**config.mk**
```make
export PLATFORM = sky130hd
export DESIGN_NAME = charge_setpoint_registers
export DESIGN_NICKNAME = d
export VERILOG_FILES = /design/src/charge_setpoint_pkg.sv /design/src/charge_setpoint_registers.sv /design/src/level_sync.sv /design/src/byte_pair_latch.sv
export SDC_FILE = /design/constraint.sdc
export NUM_CORES = 1
export LEC_CHECK = 0
export BUFFER_PORTS_ARGS = -buffer_cell sky130_fd_sc_hd__buf_2
export CORE_MARGIN = 2
export CORE_UTILIZATION = 50
export DETAILED_ROUTE_END_ITERATION = 12
export PLACE_DENSITY = 0.75
export SYNTH_ARGS = -nofsm -noshare
export SYNTH_HDL_FRONTEND = slang
export SYNTH_SLANG_ARGS = --single-unit
```
**constraint.sdc**
```tcl
create_clock -name clk_sys_i -period 2.6 [get_ports clk_sys_i]
set_input_delay 0.13 -clock clk_sys_i [delete_from_list [all_inputs] [get_ports clk_sys_i]]
set_output_delay 0.13 -clock clk_sys_i [all_outputs]
set_load 0.03 [all_outputs]
```
**src/charge_setpoint_pkg.sv**
```systemverilog
// Purpose: Shared constants for the charge setpoint register bank.
// Assumes: Byte addresses come from the serial-port logic on the same clock.
// Notes:   Voltages are in mV and currents in mA, both as plain binary.
package charge_setpoint_pkg;

	// Byte addresses of the register pairs and of the option byte.
	localparam logic [7:0] ADDR_OPTION  = 8'h00;
	localparam logic [7:0] ADDR_ICHG_LO = 8'h02;
	localparam logic [7:0] ADDR_ICHG_HI = 8'h03;
	localparam logic [7:0] ADDR_VLIM_LO = 8'h04;
	localparam logic [7:0] ADDR_VLIM_HI = 8'h05;

	// Option byte: bit that keeps the battery switch linear in precharge.
	localparam int   LINEAR_BIT = 2;
	localparam logic LINEAR_RST = 1'b1;

	// Charge-current field layout; one field count is 64 mA.
	localparam logic [7:0] ICHG_HI_RSVD  = 8'he0;
	localparam int         ICHG_LO_SHIFT = 6;
	localparam logic [6:0] ICHG_RST      = 7'h00;

	// Charge-voltage field layout and legal window (1024 to 19200 mV).
	localparam logic [15:0] VLIM_RSVD_HI = 16'h8000;
	localparam logic [15:0] VLIM_FIELD   = 16'h7ff8;
	localparam logic [15:0] VLIM_MIN_MV  = 16'h0400;
	localparam logic [15:0] VLIM_MAX_MV  = 16'h4b00;
	localparam logic [15:0] VLIM_RST     = 16'h0000;

	// Per-cell-count defaults: 4200, 8400, 12600 and 16800 mV.
	localparam logic [15:0] VDEF_1S = 16'h1068;
	localparam logic [15:0] VDEF_2S = 16'h20d0;
	localparam logic [15:0] VDEF_3S = 16'h3138;
	localparam logic [15:0] VDEF_4S = 16'h41a0;
	localparam logic [1:0]  CELL_1S = 2'h0;

	// Clamp levels: 384 mA and 2048 mA; single-cell thresholds 3000 and 3600 mV.
	localparam logic [12:0] PRECHG_CLAMP_MA = 13'h0180;
	localparam logic [12:0] LOWV_CLAMP_MA   = 13'h0800;
	localparam logic [15:0] FAST_ENTRY_MV   = 16'h0bb8;
	localparam logic [15:0] LDO_EXIT_MV     = 16'h0e10;

	// Default charge voltage for a cell-count code (0 means one cell).
	function automatic logic [15:0] cell_default_mv(input logic [1:0] cells);
		unique case (cells)
			2'h0: cell_default_mv = VDEF_1S;
			2'h1: cell_default_mv = VDEF_2S;
			2'h2: cell_default_mv = VDEF_3S;
			2'h3: cell_default_mv = VDEF_4S;
		endcase
	endfunction

endpackage

```
**src/charge_setpoint_registers.sv**
```systemverilog
// Purpose: Charge-current and charge-voltage setpoints with precharge clamps.
// Assumes: Byte writes and reads come from serial-port logic on clk_sys_i.
// Notes:   Pins pass two flops; battery voltage comes from on-clock logic.
`timescale 1ns/100ps
`default_nettype none
module charge_setpoint_registers (
	input  wire logic        clk_sys_i,
	input  wire logic        rst_n_i,
	input  wire logic        reg_wr_en_i,
	input  wire logic        reg_rd_en_i,
	input  wire logic [7:0]  reg_addr_i,
	input  wire logic [7:0]  reg_wdata_i,
	output var  logic [7:0]  reg_rdata_o,
	input  wire logic        adapter_good_flag_i,
	input  wire logic        input_overvoltage_i,
	input  wire logic        cell_count_presence_pin_i,
	input  wire logic [1:0]  cell_count_sel_i,
	input  wire logic        precharge_i,
	input  wire logic [15:0] battery_mv_i,
	output var  logic [12:0] charge_current_setpoint_o,
	output var  logic [15:0] charge_voltage_limit_o,
	output var  logic        charge_enable_o,
	output var  logic [12:0] current_limit_ma_o,
	output var  logic        battery_switch_linear_o,
	output var  logic        regulate_min_sys_o
);

	logic [3:0]  pins_s;
	logic        agf_s;
	logic        ov_s;
	logic        pres_s;
	logic [1:0]  sel_s;
	logic        ichg_valid;
	logic        vlim_valid;
	logic [15:0] ichg_word;
	logic [15:0] vlim_word;
	logic        agf_fall;
	logic        pres_fall;
	logic        ichg_ok;
	logic [6:0]  ichg_field;
	logic [15:0] vlim_val;
	logic        vlim_ok;
	logic        vlim_zero;
	logic        vlim_in_range;
	logic        single;
	logic        lowv1;
	logic        midv1;
	logic        pre_multi;
	logic [12:0] setpoint_ma;

	logic        init_q, init_d;
	logic [1:0]  cells_q, cells_d;
	logic        agf_prev_q, agf_prev_d;
	logic        pres_prev_q, pres_prev_d;
	logic [6:0]  ichg_q, ichg_d;
	logic [15:0] vlim_q, vlim_d;
	logic        lin_q, lin_d;
	logic [7:0]  rdata_q, rdata_d;
	logic        en_q, en_d;
	logic [12:0] lim_q, lim_d;
	logic        swl_q, swl_d;
	logic        rms_q, rms_d;

	// Pins cross into the clock domain before anything looks at them.
	level_sync #(
		.W(4)
	) u_pin_sync (
		.clk_sys_i(clk_sys_i),
		.async_i  ({cell_count_sel_i, cell_count_presence_pin_i, adapter_good_flag_i}),
		.sync_o   (pins_s)
	);

	assign agf_s  = pins_s[0];
	assign pres_s = pins_s[1];
	assign sel_s  = pins_s[3:2];

	// Overvoltage is a separate pin and gets its own pair of flops.
	level_sync #(
		.W(1)
	) u_ov_sync (
		.clk_sys_i(clk_sys_i),
		.async_i  (input_overvoltage_i),
		.sync_o   (ov_s)
	);

	// Each 16-bit setpoint is judged only once both of its bytes are in.
	byte_pair_latch u_ichg_pair (
		.clk_sys_i   (clk_sys_i),
		.rst_n_i     (rst_n_i),
		.lo_wr_i     (reg_wr_en_i && reg_addr_i == charge_setpoint_pkg::ADDR_ICHG_LO),
		.hi_wr_i     (reg_wr_en_i && reg_addr_i == charge_setpoint_pkg::ADDR_ICHG_HI),
		.wdata_i     (reg_wdata_i),
		.word_o      (ichg_word),
		.word_valid_o(ichg_valid)
	);

	// The voltage pair is assembled the same way.
	byte_pair_latch u_vlim_pair (
		.clk_sys_i   (clk_sys_i),
		.rst_n_i     (rst_n_i),
		.lo_wr_i     (reg_wr_en_i && reg_addr_i == charge_setpoint_pkg::ADDR_VLIM_LO),
		.hi_wr_i     (reg_wr_en_i && reg_addr_i == charge_setpoint_pkg::ADDR_VLIM_HI),
		.wdata_i     (reg_wdata_i),
		.word_o      (vlim_word),
		.word_valid_o(vlim_valid)
	);

	// Decode the assembled words and the pin events.
	always_comb begin
		agf_fall  = agf_prev_q && !agf_s;
		pres_fall = pres_prev_q && !pres_s;
		ichg_ok   = (ichg_word[15:8] & charge_setpoint_pkg::ICHG_HI_RSVD) == 8'h00;
		ichg_field = ichg_word[12:6];
		vlim_val  = vlim_word & charge_setpoint_pkg::VLIM_FIELD;
		vlim_ok   = (vlim_word & charge_setpoint_pkg::VLIM_RSVD_HI) == 16'h0000;
		vlim_zero = vlim_ok && vlim_val == 16'h0000;
		vlim_in_range = vlim_val >= charge_setpoint_pkg::VLIM_MIN_MV &&
			vlim_val <= charge_setpoint_pkg::VLIM_MAX_MV;
	end

	// Setpoint next values. Only the adapter, input-overvoltage, presence and cell-select pins reach here;
	// overcurrent, thermal, system overvoltage and latch-off never do.
	always_comb begin
		init_d      = 1'b1;
		cells_d     = cells_q;
		agf_prev_d  = agf_s;
		pres_prev_d = pres_s;
		ichg_d      = ichg_q;
		vlim_d      = vlim_q;
		lin_d       = lin_q;
		if (!init_q) begin
			// Strap is caught on the first edge after release.
			cells_d = sel_s;
			vlim_d  = charge_setpoint_pkg::cell_default_mv(sel_s);
		end else if (vlim_valid && vlim_ok) begin
			if (vlim_zero) begin
				vlim_d = charge_setpoint_pkg::cell_default_mv(cells_q);
			end else if (vlim_in_range) begin
				vlim_d = vlim_val;
			end
		end
		if (ichg_valid && ichg_ok) begin
			ichg_d = ichg_field;
		end
		if (init_q && vlim_valid && vlim_zero) begin
			ichg_d = charge_setpoint_pkg::ICHG_RST;
		end
		// Clears win over a write landing in the same cycle: removal is final.
		if (agf_fall && !ov_s) begin
			ichg_d = charge_setpoint_pkg::ICHG_RST;
		end
		if (pres_fall) begin
			ichg_d = charge_setpoint_pkg::ICHG_RST;
		end
		if (reg_wr_en_i && reg_addr_i == charge_setpoint_pkg::ADDR_OPTION) begin
			lin_d = reg_wdata_i[charge_setpoint_pkg::LINEAR_BIT];
		end
	end

	// Setpoint registers.
	always_ff @(posedge clk_sys_i) begin
		if (!rst_n_i) begin
			init_q      <= 1'b0;
			cells_q     <= charge_setpoint_pkg::CELL_1S;
			agf_prev_q  <= 1'b0;
			pres_prev_q <= 1'b0;
			ichg_q      <= charge_setpoint_pkg::ICHG_RST;
			vlim_q      <= charge_setpoint_pkg::VLIM_RST;
			lin_q       <= charge_setpoint_pkg::LINEAR_RST;
		end else begin
			init_q      <= init_d;
			cells_q     <= cells_d;
			agf_prev_q  <= agf_prev_d;
			pres_prev_q <= pres_prev_d;
			ichg_q      <= ichg_d;
			vlim_q      <= vlim_d;
			lin_q       <= lin_d;
		end
	end

	// Read mux; unused bits and unmapped addresses read zero.
	always_comb begin
		rdata_d = rdata_q;
		if (reg_rd_en_i) begin
			unique case (reg_addr_i)
				charge_setpoint_pkg::ADDR_OPTION:  rdata_d = {5'h00, lin_q, 2'h0};
				charge_setpoint_pkg::ADDR_ICHG_LO: rdata_d = {ichg_q[1:0], 6'h00};
				charge_setpoint_pkg::ADDR_ICHG_HI: rdata_d = {3'h0, ichg_q[6:2]};
				charge_setpoint_pkg::ADDR_VLIM_LO: rdata_d = vlim_q[7:0];
				charge_setpoint_pkg::ADDR_VLIM_HI: rdata_d = vlim_q[15:8];
				default:                           rdata_d = 8'h00;
			endcase
		end
	end

	// Charge control: clamps only ever lower the programmed current.
	always_comb begin
		setpoint_ma = {ichg_q, 6'h00};
		single    = cells_q == charge_setpoint_pkg::CELL_1S;
		lowv1     = single && battery_mv_i < charge_setpoint_pkg::FAST_ENTRY_MV;
		midv1     = single && !lowv1 &&
			battery_mv_i < charge_setpoint_pkg::LDO_EXIT_MV;
		pre_multi = !single && precharge_i;
		en_d  = agf_s && ichg_q != 7'h00;
		lim_d = setpoint_ma;
		if ((lowv1 || pre_multi) && setpoint_ma > charge_setpoint_pkg::PRECHG_CLAMP_MA) begin
			lim_d = charge_setpoint_pkg::PRECHG_CLAMP_MA;
		end
		if (midv1 && setpoint_ma > charge_setpoint_pkg::LOWV_CLAMP_MA) begin
			lim_d = charge_setpoint_pkg::LOWV_CLAMP_MA;
		end
		swl_d = ((lowv1 || pre_multi) && lin_q) || midv1;
		rms_d = pre_multi;
	end

	// Output registers.
	always_ff @(posedge clk_sys_i) begin
		if (!rst_n_i) begin
			rdata_q <= 8'h00;
			en_q    <= 1'b0;
			lim_q   <= 13'h0000;
			swl_q   <= 1'b0;
			rms_q   <= 1'b0;
		end else begin
			rdata_q <= rdata_d;
			en_q    <= en_d;
			lim_q   <= lim_d;
			swl_q   <= swl_d;
			rms_q   <= rms_d;
		end
	end

	assign reg_rdata_o               = rdata_q;
	assign charge_current_setpoint_o = {ichg_q, 6'h00};
	assign charge_voltage_limit_o    = vlim_q;
	assign charge_enable_o           = en_q;
	assign current_limit_ma_o        = lim_q;
	assign battery_switch_linear_o   = swl_q;
	assign regulate_min_sys_o        = rms_q;
endmodule // charge_setpoint_registers
`default_nettype wire

```
**src/level_sync.sv**
```systemverilog
// Purpose: Two-flop synchroniser for slow pin levels.
// Assumes: Inputs are levels that stay put for several clock cycles.
// Notes:   No reset, so the pin level is valid two edges into reset.
`timescale 1ns/100ps
`default_nettype none
module level_sync #(
	parameter int W = 1
) (
	input  wire logic         clk_sys_i,
	input  wire logic [W-1:0] async_i,
	output var  logic [W-1:0] sync_o
);

	logic [W-1:0] meta_q;
	logic [W-1:0] meta_d;
	logic [W-1:0] stab_q;
	logic [W-1:0] stab_d;

	// The first stage feeds only the second stage.
	always_comb begin
		meta_d = async_i;
		stab_d = meta_q;
	end

	// Left without reset so a strap level is already settled at release.
	always_ff @(posedge clk_sys_i) begin
		meta_q <= meta_d;
		stab_q <= stab_d;
	end

	assign sync_o = stab_q;

endmodule // level_sync
`default_nettype wire

```
**src/byte_pair_latch.sv**
```systemverilog
// Purpose: Joins a low-byte and a high-byte write into one 16-bit word.
// Assumes: The host writes the low byte first, then the high byte.
// Notes:   A high byte with no low byte pending is dropped.
`timescale 1ns/100ps
`default_nettype none
module byte_pair_latch (
	input  wire logic        clk_sys_i,
	input  wire logic        rst_n_i,
	input  wire logic        lo_wr_i,
	input  wire logic        hi_wr_i,
	input  wire logic [7:0]  wdata_i,
	output var  logic [15:0] word_o,
	output var  logic        word_valid_o
);

	logic        pend_q;
	logic        pend_d;
	logic [7:0]  lo_q;
	logic [7:0]  lo_d;
	logic [15:0] word_q;
	logic [15:0] word_d;
	logic        valid_q;
	logic        valid_d;

	// Hold the low byte until its partner arrives, then emit one pulse.
	always_comb begin
		pend_d  = pend_q;
		lo_d    = lo_q;
		word_d  = word_q;
		valid_d = 1'b0;
		if (lo_wr_i) begin
			pend_d = 1'b1;
			lo_d   = wdata_i;
		end else if (hi_wr_i && pend_q) begin
			pend_d  = 1'b0;
			word_d  = {wdata_i, lo_q};
			valid_d = 1'b1;
		end
	end

	// State registers.
	always_ff @(posedge clk_sys_i) begin
		if (!rst_n_i) begin
			pend_q  <= 1'b0;
			lo_q    <= 8'h00;
			word_q  <= 16'h0000;
			valid_q <= 1'b0;
		end else begin
			pend_q  <= pend_d;
			lo_q    <= lo_d;
			word_q  <= word_d;
			valid_q <= valid_d;
		end
	end

	assign word_o       = word_q;
	assign word_valid_o = valid_q;

endmodule // byte_pair_latch
`default_nettype wire

```
==> results.toml <==
[outcome]
run_status = "finished clean"

[global_route]
grt_antenna_before_repair = 0
wire_length_of_the_first_global_routing_pass_mm = 14.0
global_route.usage.total = 0.213
grt_remaining_overflow = 0
grtUsageMet2 = 0.318
grt.met3_usage = 0.0367
use_met1 = 0.298
grt.busiest_layer = "met2"
grt_max_degree = 42
vias_in_the_first_global_route = 2939

[die]
start_util = 0.517
rows = 31
pin_count = 95
fp.dieH_um = 90.6
die_area_mm2 = 0.00821
die_x_um = 90.6
core-area_mm2 = 0.00725

[worst_setup_path]
worst_setup_slack_for_register_to_register_paths_ns = 0.43
rr_startpoint = "u_vlim_pair.word_o[10]$_SDFFE_PN0P_"
rr_endpoint = "charge_voltage_limit_o[8]$_SDFFE_PN0P_"
timing.critical_path.arrival_ns = 2.45
required_ns = 2.88
critical_path_peak_fanout = 7
worst_setup_path_endpoint = "charge_voltage_limit_o[8]$_SDFFE_PN0P_"
ff2ff_path_depth = 5
timing.critical_path.to_type = "flop"
cp-start-kind = "flop"
startpoint = "u_vlim_pair.word_o[10]$_SDFFE_PN0P_"
critPathKind = "flop to flop"

[pwr]
power.static_leakage_nw = 1.88
vdd.ir_drop.worst_mv = 0.253
cellPowerDensity_mw_per_mm2 = 590
total_power_w = 0.00261

[synthesis]
syn-instance-count = 434
yosysUniqueCellTypes = 55
synth_fa_ha_area_frac = 0.0334
syn_avg_cell_area_um2 = 8.64
synth_top_flop_cell = "sky130_fd_sc_hd__dfxtp_1"
synth.most_common_cell = "sky130_fd_sc_hd__dfxtp_1"
synth.area.mux_share = 0.0347
mappedNetlistArea_mm2 = 0.00375
synthDominantCellAreaShare = 0.464
synthXorXnorAreaFrac = 0
ys_seq_elements = 87
synth.area.top_cells = "sky130_fd_sc_hd__dfxtp_1 46%, sky130_fd_sc_hd__nand2_1 5.9%, sky130_fd_sc_hd__nand3_1 5.3%"
synth-edff-count = 0
yosysTopAreaCell = "sky130_fd_sc_hd__dfxtp_1"
synth-simple-area-share = 0.252
yosysWarningCount = 0
async_sr_flop_fraction = 0
top_cells_by_instance_count_after_synthesis = "87 x sky130_fd_sc_hd__dfxtp_1, 59 x sky130_fd_sc_hd__nand2_1, 40 x sky130_fd_sc_hd__nand3_1"
synth-compound-area-share = 0.151
dominant_combinational_cell_family_by_area_after_synthesis = "simple AND/OR/NAND/NOR gates"
seq_area_frac_synth = 0.464

[detailed_routing]
first_pass_iters = 5
via_per_inst = 5.32
antenna_nets_post_route = 0
routed_wire_length_per_instance_um = 13.8
totalWireLength_mm = 8.51
detail_route.iter0.violations = 187
via_count = 3281
post-route-drc-count = 0

[sta]
totalNegativeSetupSlack_ns = 0
finalHoldViolations = 0
transition_time_at_the_pin_with_the_least_slew_margin_ns = 0.604
finalClockSkew_ns = 0.00908
unrepaired_setup_endpoints_after_global_routing = "false"
finalCriticalPeriod_ns = 2.17
fin_ws_ns = 0.429
maxSlewHeadroom = 0.597
timing.final.crit_share = 0.835
report.final.setup_viol = 0
slew_viol_final = 0
max_freq_ghz = 0.461
hold-worst-slack_ns = 0.0314

[placed_design]
preCtsSetupSlack_ns = 0.428
buffer_ports.inserted = 75
hpwl_mm = 6.37
globalplace.congestion = 0.886

[job]
maxCapViolations = 0

[final_layout]
post_route_cells_drive_above_1_share = 0.218
areaGrowthSynthToFinish_pct = 18.2
fin_nets = 565
antenna-diode-count = 0
final_core_util = 0.612

[cts]
clock_slew_seen_by_the_registers_of_the_worst_setup_and_hold_paths_ns = 0.09
worst_case_clock_buffer_depth = 2
cts-htree-levels = 3
clk-insertion-delay-late_ns = 0.35
cts_tree = "built"
post_cts.repair.setup_buffers = 0
tritoncts_num_sinks = 87
cts-root-buf = "sky130_fd_sc_hd__clkbuf_8"
cts_inserted_buffers = 9

[worst_hold_path]
holdCritPathClass = "input port to flop"
registers in the layout, summed over array words and instances (netlist names), 2 cells and up:
name                    flops
u_vlim_pair.lo_q            5
reg_rdata_o                 8
u_pin_sync.meta_q           4
u_ichg_pair.lo_q            2
u_ichg_pair.word_o         10
charge_voltage_limit_o     12
ichg_q                      7
cells_q                     2
current_limit_ma_o          7
u_vlim_pair.word_o         13
u_pin_sync.sync_o           4
power breakdown:
group	internal (W)	switching, W
combinational	0.0000723	0.000143
sequential	0.00135	0.0000187
clock	0.000548	0.000479
worst max-delay path, cell delays in order (launching register included):
cell and delay, ns:
sky130_fd_sc_hd__dfxtp_1 0.35, sky130_fd_sc_hd__or4_4 0.56, sky130_fd_sc_hd__nor3_1 0.28, sky130_fd_sc_hd__o21ai_1 0.20
sky130_fd_sc_hd__a21oi_2 0.44, sky130_fd_sc_hd__mux2i_1 0.26
layout make-up:
class                   instances  area [µm²]
flip-flops and latches         87        1740
repair buffers                 88         485
multi-input cells             318        1830
clock buffers                  10         128
well taps                      99         124
fillers                       628        2820
inverters                       9        33.8
clock inverters                 6        92.6
placed cells by master, fill, tap and decap left out, drive strengths merged, types with 8 or more instances in the layout:
master and instances:
dfxtp 87, buf 83, nand2 59, o21ai 44, nand3 41, nor2 35
a21oi 19, conb 16, mux2i 13, ha 10, clkbuf 10, inv 10
or4 8
per-layer routing:
metal / part of all wire / vias to the layer above
met2: 0.44 / 126
met5: 0 / -
met1: 0.47 / 1490
met3: 0.071 / 11
met4: 0.014 / 0
li1: - / 1654
how the worst min path moves through the flow:
stage / startpoint / endpoint / depth (start not counted)
global route: precharge_i / regulate_min_sys_o$_SDFF_PN0_ / 3
floorplan: rst_n_i / init_q$_DFF_P_ / 0
finish: precharge_i / regulate_min_sys_o$_SDFF_PN0_ / 3
detailed placement: adapter_good_flag_i / u_pin_sync.meta_q[0]$_DFF_P_ / 1
CTS: precharge_i / regulate_min_sys_o$_SDFF_PN0_ / 3
global placement: input_overvoltage_i / u_ov_sync.meta_q$_DFF_P_ / 1
stage by stage:
| step | cells | instance area [µm²] |
|---|---|---|
| CTS | 617 | 4440 |
| detailed placement | 596 | 4170 |
| global route | 617 | 4440 |
| floorplan | 449 | 3810 |
| global placement | 596 | 4170 |
| finish | 617 | 4440 |
timing repair:
item                                   in CTS  in global routing
gates resized for setup                     0                  0
hold buffers                                5                  0
endpoints found under the hold margin       5                  0
kinds of logic (layout without fill, tap and decap cells):
family	count (synthesis)	in the layout
muxes	13	13
adders and majority gates	10	10
and+or+nand+nor	186	186
DFF	87	87
AOI/OAI and AO/OA	93	93
other	1	16
buffers and inverters	44	113
Note: power is estimated with default switching activity, not from simulation.
